===== src/rtl/swfs_pkg.sv =====
package swfs_pkg;
  localparam int unsigned CLK_HZ = 40_000_000;
  localparam int unsigned CYC_PER_MS = CLK_HZ / 1000;
  localparam int unsigned CYC_PER_US = CLK_HZ / 1_000_000;
  // nominal watchdog periods, ms
  localparam int unsigned WD_MS_00 = 620;
  localparam int unsigned WD_MS_01 = 310;
  localparam int unsigned WD_MS_10 = 2500;
  localparam int unsigned WD_MS_11 = 1250;
  localparam int unsigned WD_CYC_00 = WD_MS_00 * CYC_PER_MS;
  localparam int unsigned WD_CYC_01 = WD_MS_01 * CYC_PER_MS;
  localparam int unsigned WD_CYC_10 = WD_MS_10 * CYC_PER_MS;
  localparam int unsigned WD_CYC_11 = WD_MS_11 * CYC_PER_MS;
  // nominal over-current blanking windows, us
  localparam int unsigned OCH_US = 10;
  localparam int unsigned OCL_US_00 = 155_000;
  localparam int unsigned OCL_US_01 = 10_000;
  localparam int unsigned OCL_US_10 = 1200;
  localparam int unsigned OCL_US_11 = 150;
  localparam int unsigned OCH_CYC = OCH_US * CYC_PER_US;
  localparam int unsigned OCL_CYC_00 = OCL_US_00 * CYC_PER_US;
  localparam int unsigned OCL_CYC_01 = OCL_US_01 * CYC_PER_US;
  localparam int unsigned OCL_CYC_10 = OCL_US_10 * CYC_PER_US;
  localparam int unsigned OCL_CYC_11 = OCL_US_11 * CYC_PER_US;
  localparam int unsigned CNT_W = 32;
  // fault identity bit positions
  localparam int unsigned FID_OCH = 0;
  localparam int unsigned FID_OCL = 1;
  localparam int unsigned FID_EXT = 2;
  localparam int unsigned EXT_FAULTS = 4;
  typedef enum logic [3:0] {
    SWFS_OFF     = 4'b0001,
    SWFS_BLANK_H = 4'b0010,
    SWFS_BLANK_L = 4'b0100,
    SWFS_STEADY  = 4'b1000
  } swfs_oc_st_t;
endpackage : swfs_pkg


===== src/rtl/swfs_ctrl.sv =====
// Overview of operation
// - The watchdog only runs while the wake input is high.
// - While the reset pin is low all configuration and fault state returns to its defaults; here fail-safe holds while wake is high and new faults still latch.
// - A low reset pin puts the device into sleep.
// - A rising edge on the reset pin starts the watchdog count.
// - The direct input drives the output when selected as the control source.
// - Any fault pulls the open-drain fault flag low, otherwise the flag is released.
// - Individual fault identities go only to the serial side; the flag is a combined indication.
// - After a watchdog timeout the output is driven on or off per the fail-safe select input.
// - A grounded fail-safe select input disables the watchdog and fail-safe operation.
// - In the high blanking window only the high threshold trips; in the low windows the low one also trips.
// - A two-bit field selects a watchdog period of 620, 310, 2500 or 1250 ms.
// - With wake and reset both low the device sleeps with power output and fail-safe off; new faults still latch and drive the fault flag.
// - Loss of the logic supply resets all configuration state while limited logic stays alive.
`timescale 1ns/1ps
module swfs_ctrl #(
  parameter int unsigned N_EXT = swfs_pkg::EXT_FAULTS,
  parameter int unsigned WD_CYC0 = swfs_pkg::WD_CYC_00,
  parameter int unsigned WD_CYC1 = swfs_pkg::WD_CYC_01,
  parameter int unsigned WD_CYC2 = swfs_pkg::WD_CYC_10,
  parameter int unsigned WD_CYC3 = swfs_pkg::WD_CYC_11,
  parameter int unsigned OCL_CYC0 = swfs_pkg::OCL_CYC_00,
  parameter int unsigned OCL_CYC1 = swfs_pkg::OCL_CYC_01,
  parameter int unsigned OCL_CYC2 = swfs_pkg::OCL_CYC_10,
  parameter int unsigned OCL_CYC3 = swfs_pkg::OCL_CYC_11
) (
  // clock and reset
  input wire logic clock_i,
  input wire logic sys_rst_i,
  input wire logic ce_i,
  // control pins
  input wire logic rst_pin_n_i,
  input wire logic wake_i,
  input wire logic direct_in_i,
  input wire logic vdd_lost_i,
  // fail-safe select sensing
  input wire logic failsafe_select_input_gnd_i,
  input wire logic failsafe_select_input_on_i,
  // serial-side configuration and events
  input wire logic [1:0] watchdog_period_sel_i,
  input wire logic [1:0] low_overcurrent_blank_sel_i,
  input wire logic direct_in_sel_i,
  input wire logic serial_out_cmd_i,
  input wire logic frame_ok_i,
  // analog comparators and other faults
  input wire logic oc_high_i,
  input wire logic oc_low_i,
  input wire logic [N_EXT-1:0] ext_fault_i,
  // outputs
  output logic power_out_o,
  output logic sleep_o,
  output logic failsafe_o,
  output logic watchdog_timeout_evt_o,
  output logic fault_flag_n_o,
  output logic fault_flag_oe_o,
  output logic [N_EXT+1:0] fault_id_o
);
  import swfs_pkg::*;

  function automatic logic [CNT_W-1:0] sel4(input logic [1:0] s, input int unsigned a, input int unsigned b,
                                            input int unsigned c, input int unsigned d);
    unique case (s)
      2'h0: sel4 = CNT_W'(a);
      2'h1: sel4 = CNT_W'(b);
      2'h2: sel4 = CNT_W'(c);
      default: sel4 = CNT_W'(d);
    endcase
  endfunction : sel4

  logic rst_prev_ff;
  logic wd_run_ff;
  logic [CNT_W-1:0] wd_cnt_ff;
  logic failsafe_ff;
  logic evt_ff;
  logic power_ff;
  logic sleep_ff;
  logic flag_oe_ff;
  logic flag_n_ff;
  logic [N_EXT+1:0] fault_id_ff;
  swfs_oc_st_t oc_st_ff;
  logic [CNT_W-1:0] oc_cnt_ff;

  logic init_now;
  logic both_low;
  logic wd_active;
  logic wd_hit;
  logic [CNT_W-1:0] wd_lim;
  logic [CNT_W-1:0] ocl_lim;
  logic trip_h;
  logic trip_l;
  logic [N_EXT+1:0] fault_set;

  assign init_now = !rst_pin_n_i || vdd_lost_i;
  assign both_low = !rst_pin_n_i && !wake_i;
  assign wd_lim = sel4(watchdog_period_sel_i, WD_CYC0, WD_CYC1, WD_CYC2, WD_CYC3);
  assign ocl_lim = sel4(low_overcurrent_blank_sel_i, OCL_CYC0, OCL_CYC1, OCL_CYC2, OCL_CYC3);
  assign wd_active = wake_i && !failsafe_select_input_gnd_i && wd_run_ff && !failsafe_ff && !init_now;
  assign wd_hit = wd_active && !frame_ok_i && (wd_cnt_ff == wd_lim - CNT_W'(1));
  assign trip_h = oc_high_i && (oc_st_ff != SWFS_OFF);
  assign trip_l = oc_low_i && (oc_st_ff == SWFS_BLANK_L || oc_st_ff == SWFS_STEADY);
  assign fault_set = {ext_fault_i, trip_l, trip_h};

  // watchdog
  always_ff @(posedge clock_i or posedge sys_rst_i) begin
    if (sys_rst_i) begin
      rst_prev_ff <= 1'b0;
      wd_run_ff <= 1'b0;
      wd_cnt_ff <= '0;
      evt_ff <= 1'b0;
    end else if (ce_i) begin
      rst_prev_ff <= rst_pin_n_i;
      evt_ff <= wd_hit;
      if (init_now) begin
        wd_run_ff <= 1'b0;
        wd_cnt_ff <= '0;
      end else if (!rst_prev_ff) begin
        wd_run_ff <= 1'b1;
        wd_cnt_ff <= '0;
      end else if (frame_ok_i || wd_hit) begin
        wd_cnt_ff <= '0;
      end else if (wd_active) begin
        wd_cnt_ff <= wd_cnt_ff + CNT_W'(1);
      end
    end
  end

  // fail-safe mode; exit by the host wins over a same-cycle timeout
  always_ff @(posedge clock_i or posedge sys_rst_i) begin
    if (sys_rst_i) begin
      failsafe_ff <= 1'b0;
    end else if (ce_i) begin
      if (failsafe_select_input_gnd_i || both_low) begin
        failsafe_ff <= 1'b0;
      end else if (wd_hit) begin
        failsafe_ff <= 1'b1;
      end
    end
  end

  // power output and sleep
  always_ff @(posedge clock_i or posedge sys_rst_i) begin
    if (sys_rst_i) begin
      power_ff <= 1'b0;
      sleep_ff <= 1'b1;
    end else if (ce_i) begin
      sleep_ff <= !rst_pin_n_i;
      if (both_low || vdd_lost_i) begin
        power_ff <= 1'b0;
      end else if (failsafe_ff) begin
        power_ff <= failsafe_select_input_on_i;
      end else if (!rst_pin_n_i || (|fault_id_ff)) begin
        power_ff <= 1'b0;
      end else begin
        power_ff <= direct_in_sel_i ? direct_in_i : serial_out_cmd_i;
      end
    end
  end

  // over-current blanking phases
  always_ff @(posedge clock_i or posedge sys_rst_i) begin
    if (sys_rst_i) begin
      oc_st_ff <= SWFS_OFF;
      oc_cnt_ff <= '0;
    end else if (ce_i) begin
      if (!power_ff) begin
        oc_st_ff <= SWFS_OFF;
        oc_cnt_ff <= '0;
      end else begin
        unique case (oc_st_ff)
          SWFS_OFF: begin
            oc_st_ff <= SWFS_BLANK_H;
            oc_cnt_ff <= '0;
          end
          SWFS_BLANK_H: begin
            if (oc_cnt_ff == CNT_W'(OCH_CYC - 1)) begin
              oc_st_ff <= SWFS_BLANK_L;
              oc_cnt_ff <= '0;
            end else begin
              oc_cnt_ff <= oc_cnt_ff + CNT_W'(1);
            end
          end
          SWFS_BLANK_L: begin
            if (oc_cnt_ff == ocl_lim - CNT_W'(1)) begin
              oc_st_ff <= SWFS_STEADY;
              oc_cnt_ff <= '0;
            end else begin
              oc_cnt_ff <= oc_cnt_ff + CNT_W'(1);
            end
          end
          SWFS_STEADY: oc_cnt_ff <= '0;
        endcase
      end
    end
  end

  // fault identity and combined flag; a new fault wins over the clear
  always_ff @(posedge clock_i or posedge sys_rst_i) begin
    if (sys_rst_i) begin
      fault_id_ff <= '0;
      flag_oe_ff <= 1'b0;
      flag_n_ff <= 1'b1;
    end else if (ce_i) begin
      fault_id_ff <= (init_now ? '0 : fault_id_ff) | fault_set;
      flag_oe_ff <= |fault_id_ff;
      flag_n_ff <= !(|fault_id_ff);
    end
  end

  assign power_out_o = power_ff;
  assign sleep_o = sleep_ff;
  assign failsafe_o = failsafe_ff;
  assign watchdog_timeout_evt_o = evt_ff;
  assign fault_flag_oe_o = flag_oe_ff;
  assign fault_flag_n_o = flag_n_ff;
  assign fault_id_o = fault_id_ff;
endmodule : swfs_ctrl


===== config.mk =====
export PLATFORM = sky130hd
export DESIGN_NAME = swfs_ctrl
export DESIGN_NICKNAME = d
export VERILOG_FILES = /design/src/rtl/swfs_pkg.sv /design/src/rtl/swfs_ctrl.sv
export SDC_FILE = /design/constraint.sdc
export NUM_CORES = 1
export LEC_CHECK = 0
export BUFFER_PORTS_ARGS = -buffer_cell sky130_fd_sc_hd__buf_2
export CAP_MARGIN = 20
export CORE_UTILIZATION = 35
export DETAILED_ROUTE_END_ITERATION = 7
export PLACE_DENSITY_LB_ADDON = 0.12
export SLEW_MARGIN = 20
export SYNTH_ARGS = -nofsm -noshare
export SYNTH_HDL_FRONTEND = slang
export SYNTH_SLANG_ARGS = --single-unit

===== constraint.sdc =====
create_clock -name clock_i -period 3.6 [get_ports clock_i]
set_clock_uncertainty 0.2 [all_clocks]
set_input_delay 0.72 -clock clock_i [delete_from_list [all_inputs] [get_ports clock_i]]
set_output_delay 0.72 -clock clock_i [all_outputs]
set_load 0.05 [all_outputs]

* Word level (Yosys, flattened, before mapping)
Cells that the tools add are included.
Cells by class: $add $sub $neg 4, eq/ne operators 17, muxes and demuxes 23, bitwise gates (word level) 1, reduce and logical (&&, ||, !) cells 31
Operators with widths (number):
- $mux W32 | 7
- $pmux W32 S3 | 1
- $pmux W27 S3 | 1
- $pmux W23 S3 | 1
- $add A32 B1 Y32 const B | 2
- $eq A32 B32 Y1 | 2
- $sub A32 B1 Y32 const B | 2
- $eq A32 B9 Y1 const B | 1
- $mux W4 | 3
- $ne A4 B1 Y1 const B | 3
- $pmux W4 S3 | 1
- $logic_and A1 B1 Y1 | 9
- $mux W1 | 8
- $logic_not A1 Y1 | 7
- $logic_or A1 B1 Y1 | 6
- $mux W6 | 1
- $or A6 B6 Y6 | 1
- $reduce_and A2 Y1 | 3
- $reduce_or A6 Y1 | 1
- $eq A2 B1 Y1 const B | 2
- $eq A2 B2 Y1 const B | 2
- $eq A4 B1 Y1 const B | 1
- $eq A4 B2 Y1 const B | 1
- $eq A4 B3 Y1 const B | 1
- 8 further kinds | 9
Storage, ports and cells: flip-flop bits (word level) 82

* Logic depth before layout (Yosys ltp)
depth in word-level cells 11, depth in mapped cells 9, depth with buffers taken out 8

* Worst setup path before layout
OpenSTA, ideal clock, no wires.
path kind input-to-reg, start point input port watchdog_period_sel_i[1], end point register wd_cnt_ff[20], arrival 2.469 ns, path slack 0.799 ns, stages 8, path through inv_1 ha_1 or3_1 a2111oi_2 nand3_1 clkbuf_1 a41oi_1 o31ai_1
Between the ends: cells in the longest elaborated chain, start to end 9
RTL lines:
- from (decl) | line swfs_ctrl.sv:40 | input wire logic [1:0] watchdog_period_sel_i,
- $eq A2 B2 Y1, or another cell as far along | line swfs_ctrl.sv:62 | unique case (s)
- $pmux W27 S3 * | line swfs_ctrl.sv:62
- $sub A32 B1 Y32 * | line swfs_ctrl.sv:98 | assign wd_hit = wd_active && !frame_ok_i && (wd_cnt_ff == wd_lim - CNT_W'(1));
- $eq A32 B32 Y1 * | line swfs_ctrl.sv:98
- $logic_and A1 B1 Y1 * | line swfs_ctrl.sv:98
- $logic_or A1 B1 Y1 * | line swfs_ctrl.sv:119 | end else if (frame_ok_i || wd_hit) begin
- $mux W32 | line swfs_ctrl.sv:119
- $mux W32 | line swfs_ctrl.sv:116 | end else if (!rst_prev_ff) begin
- $mux W32 | line swfs_ctrl.sv:113 | if (init_now) begin
- to (signal assigned) | line swfs_ctrl.sv:122 | wd_cnt_ff <= wd_cnt_ff + CNT_W'(1);
- to (decl) | line swfs_ctrl.sv:72 | logic [CNT_W-1:0] wd_cnt_ff;
Mark *: on every way between the ends. The rest lies on a longest branch, timed or not. A chain may end at the register's enable or synchronous reset.

* Worst setup path after layout
start point input port watchdog_period_sel_i[1], end point register wd_cnt_ff[16]
The elaborated chain is that of the path after synthesis.

==> flow_summary.ini <==
[outcome]
status = finished clean

[cts]
clock_latency_ns = 0.34
cts_tree = yes
cts_max_path_buffers = 2
post_cts_buffers = 0
cts_resized = 0
cts_sinks = 82
cts_buffers = 9
clkTransAtPathRegs_ns = 0.06
htreeDepth = 3
clock-root-buffer = clkbuf_16
hold_buffers = 0

[cells_and_area]
ff_latch_area_mm2 = 0.00206
antenna_cells = 0
drive_gt1_share_pct = 10.4
nFillCells = 1468
multi_input_area_mm2 = 0.00308
area_growth_pct = 12.6
final_nets = 686

[placed_design]
dp_hpwl_um = 9600
gp_congestion = 0.804
place_ws_ns = 0.417
io_buffers = 33

[worst_setup_path]
path_class = in2reg
worstPathRequired_ns = 3.60
worstPathArrival_ns = 2.88
reg2regPathDepth = 8
end_kind = flip-flop
startpoint_type = input pin
critPathMaxFanout = 10

[sta]
relSlewSlack_pct = 44.3
finalWorstSetupSlack_ns = 0.724
hold_slack_ns = 0.266
max_freq_mhz = 348
slew_viol_final = 0
finalSetupViolCount = 0
finalHoldViolCount = 0
tightestPinTransition_ns = 0.833
min_period_over_period_pct = 79.9
rsz0062_at_grt = no
fin_crit_ns = 2.88
tns_ns = 0

[yosys]
syn_area_mm2 = 0.00531
synth_cells = 628
ys_seq_area_share_pct = 38.7
synthArstFlopShare_pct = 100
syn_nets = 665
synth_ff_type = dfrtp_1
synth_warnings = 0
synth.distinct_cells = 53
synth-seq-cells = 82
synth_enable_flop_cells = 0
avgSynthCellArea_um2 = 8.45

[global_routing]
grt_pass1_wl_um = 23500
gr-usage-all-layers_pct = 18.6
grt_antenna_before_repair = 0
grt_pass1_vias = 4479
grt_max_degree = 43
grt_overflow_total = 0

[floorplanning]
die-area_mm2 = 0.0157
die_w_um = 125
ios = 34
initial_utilization_pct = 36.2
rows = 44
die_y_um = 125
core-area_mm2 = 0.0146

[pwr]
vdd_drop_max_uv = 252
finalPower_mw = 1.99
power.density_mw_per_mm2 = 333
leakagePower_nw = 2.57

[drt]
ant_nets = 0
firstDrtPassIters = 6
drt_iter0_drc = 333
routed_wl_um = 13800
drcViolationCount = 0
via_per_inst = 5.81
vias = 4870
detail_route.wl_per_cell_um = 16.5

[job]
cap_violations = 0

[worst_hold_path]
min_path_cells = 2
hp-class = reg2reg
cell usage after synthesis (all sizes together) (6+ instances only):
| cell type | n | area share, % |
|---|---|---|
| ha | 15 | 3.5 |
| nand4 | 29 | 3.4 |
| a21oi | 13 | 1.2 |
| a22o | 15 | 2.5 |
| nand2b | 11 | 1.3 |
| nand2 | 80 | 5.7 |
| o31ai | 18 | 2.5 |
| nor2 | 40 | 2.8 |
| nand3 | 53 | 5.0 |
| nor4 | 19 | 2.2 |
| xnor2 | 9 | 1.5 |
| buf | 9 | 0.87 |
| or3 | 6 | 0.71 |
| o21ai | 21 | 2.0 |
| o21a | 13 | 1.8 |
| inv | 19 | 1.3 |
| clkbuf | 26 | 1.8 |
| nor4b | 9 | 1.5 |
| nor3 | 25 | 2.4 |
| a31oi | 6 | 0.71 |
| dfrtp | 79 | 37 |
| a21o | 11 | 1.6 |
| xor2 | 12 | 2.0 |
| o311ai | 9 | 1.5 |
| and3 | 20 | 2.4 |
final timing paths:
check	from	to	slack, ns
worst max register to register	oc_cnt_ff[1]	oc_cnt_ff[13]	0.83
worst min register to register	fault_flag_n_o	fault_flag_n_o	0.27
worst max-delay path	watchdog_period_sel_i[1]	wd_cnt_ff[16]	0.72
max in group asynchronous	sys_rst_i	oc_st_ff[0]	2.16
min in group asynchronous	sys_rst_i	wd_cnt_ff[12]	0.29
worst min-delay path	fault_flag_n_o	fault_flag_n_o	0.27
through the flow:
step                cell area [µm²]  utilization (%)  instances
detailed placement             5690             38.9        822
CTS                            5970             40.7        838
global route                   5970             40.8        838
floorplan                      5310                -        628
global placement               5690             38.9        822
finish                         5970             40.8        838
per-layer routing:
| metal | share of wire [%] | vias up | GRT usage, % |
|---|---|---|---|
| met5 | 0 | - | 0 |
| met4 | 1.8 | 0 | 6.53 |
| met1 | 53 | 2368 | 27.4 |
| met3 | 3.3 | 17 | 2.82 |
| met2 | 42 | 107 | 27.7 |
| li1 | - | 2378 | - |
final cells by class:
type	count	area share, %
Inverter	19	1.21
Clock buffer	16	4.54
Sequential cell	82	34.4
Timing Repair Buffer	45	4.48
Tap cell	184	3.85
Multi-Input combinational cell	492	51.5
state kept, by name, summed over array words and instances, names as in the netlist:
name,count
wd_cnt_ff,32
watchdog_timeout_evt_o,1
fault_flag_n_o,1
sleep_o,1
oc_st_ff,4
rst_prev_ff,1
failsafe_o,1
power_out_o,1
fault_flag_oe_o,1
oc_cnt_ff,32
wd_run_ff,1
fault_id_o,6
worst max-delay path: stages:
cell and delay (ns):
buf_2 0.11, inv_1 0.09, ha_1 0.20, or3_1 0.32, a2111oi_2 0.59, nand3_1 0.17
nand3_1 0.49, o22ai_1 0.18
cell families after synthesis:
kind of cell,share of synthesized area [%]
AOI/OAI and AO/OA,18.3
buffers and inverters,4.06
DFF,38.7
adders and majority gates,3.54
xor gates and xnor gates,3.47
and+or+nand+nor,31.3
muxes,0.566
report_power, final:
| group | leakage (nW) | total [mW] | switching, mW | internal [mW] |
|---|---|---|---|---|
| Combinational | 1.32 | 0.170 | 0.121 | 0.0492 |
| Sequential | 1.12 | 0.949 | 0.0124 | 0.937 |
| Clock | 0.131 | 0.868 | 0.361 | 0.507 |
layout by cell type (no fill, tap or decap), drive strengths merged, types with 19 or more instances in the layout:
cell	Yosys	routed
o21ai	21	21
buf	9	45
nor3	25	25
nand4	29	29
nor2	40	40
nand2	80	80
and3	20	20
dfrtp	79	79
nand3	53	53
nor4	19	19
Note: power is estimated with default switching activity, not from simulation.
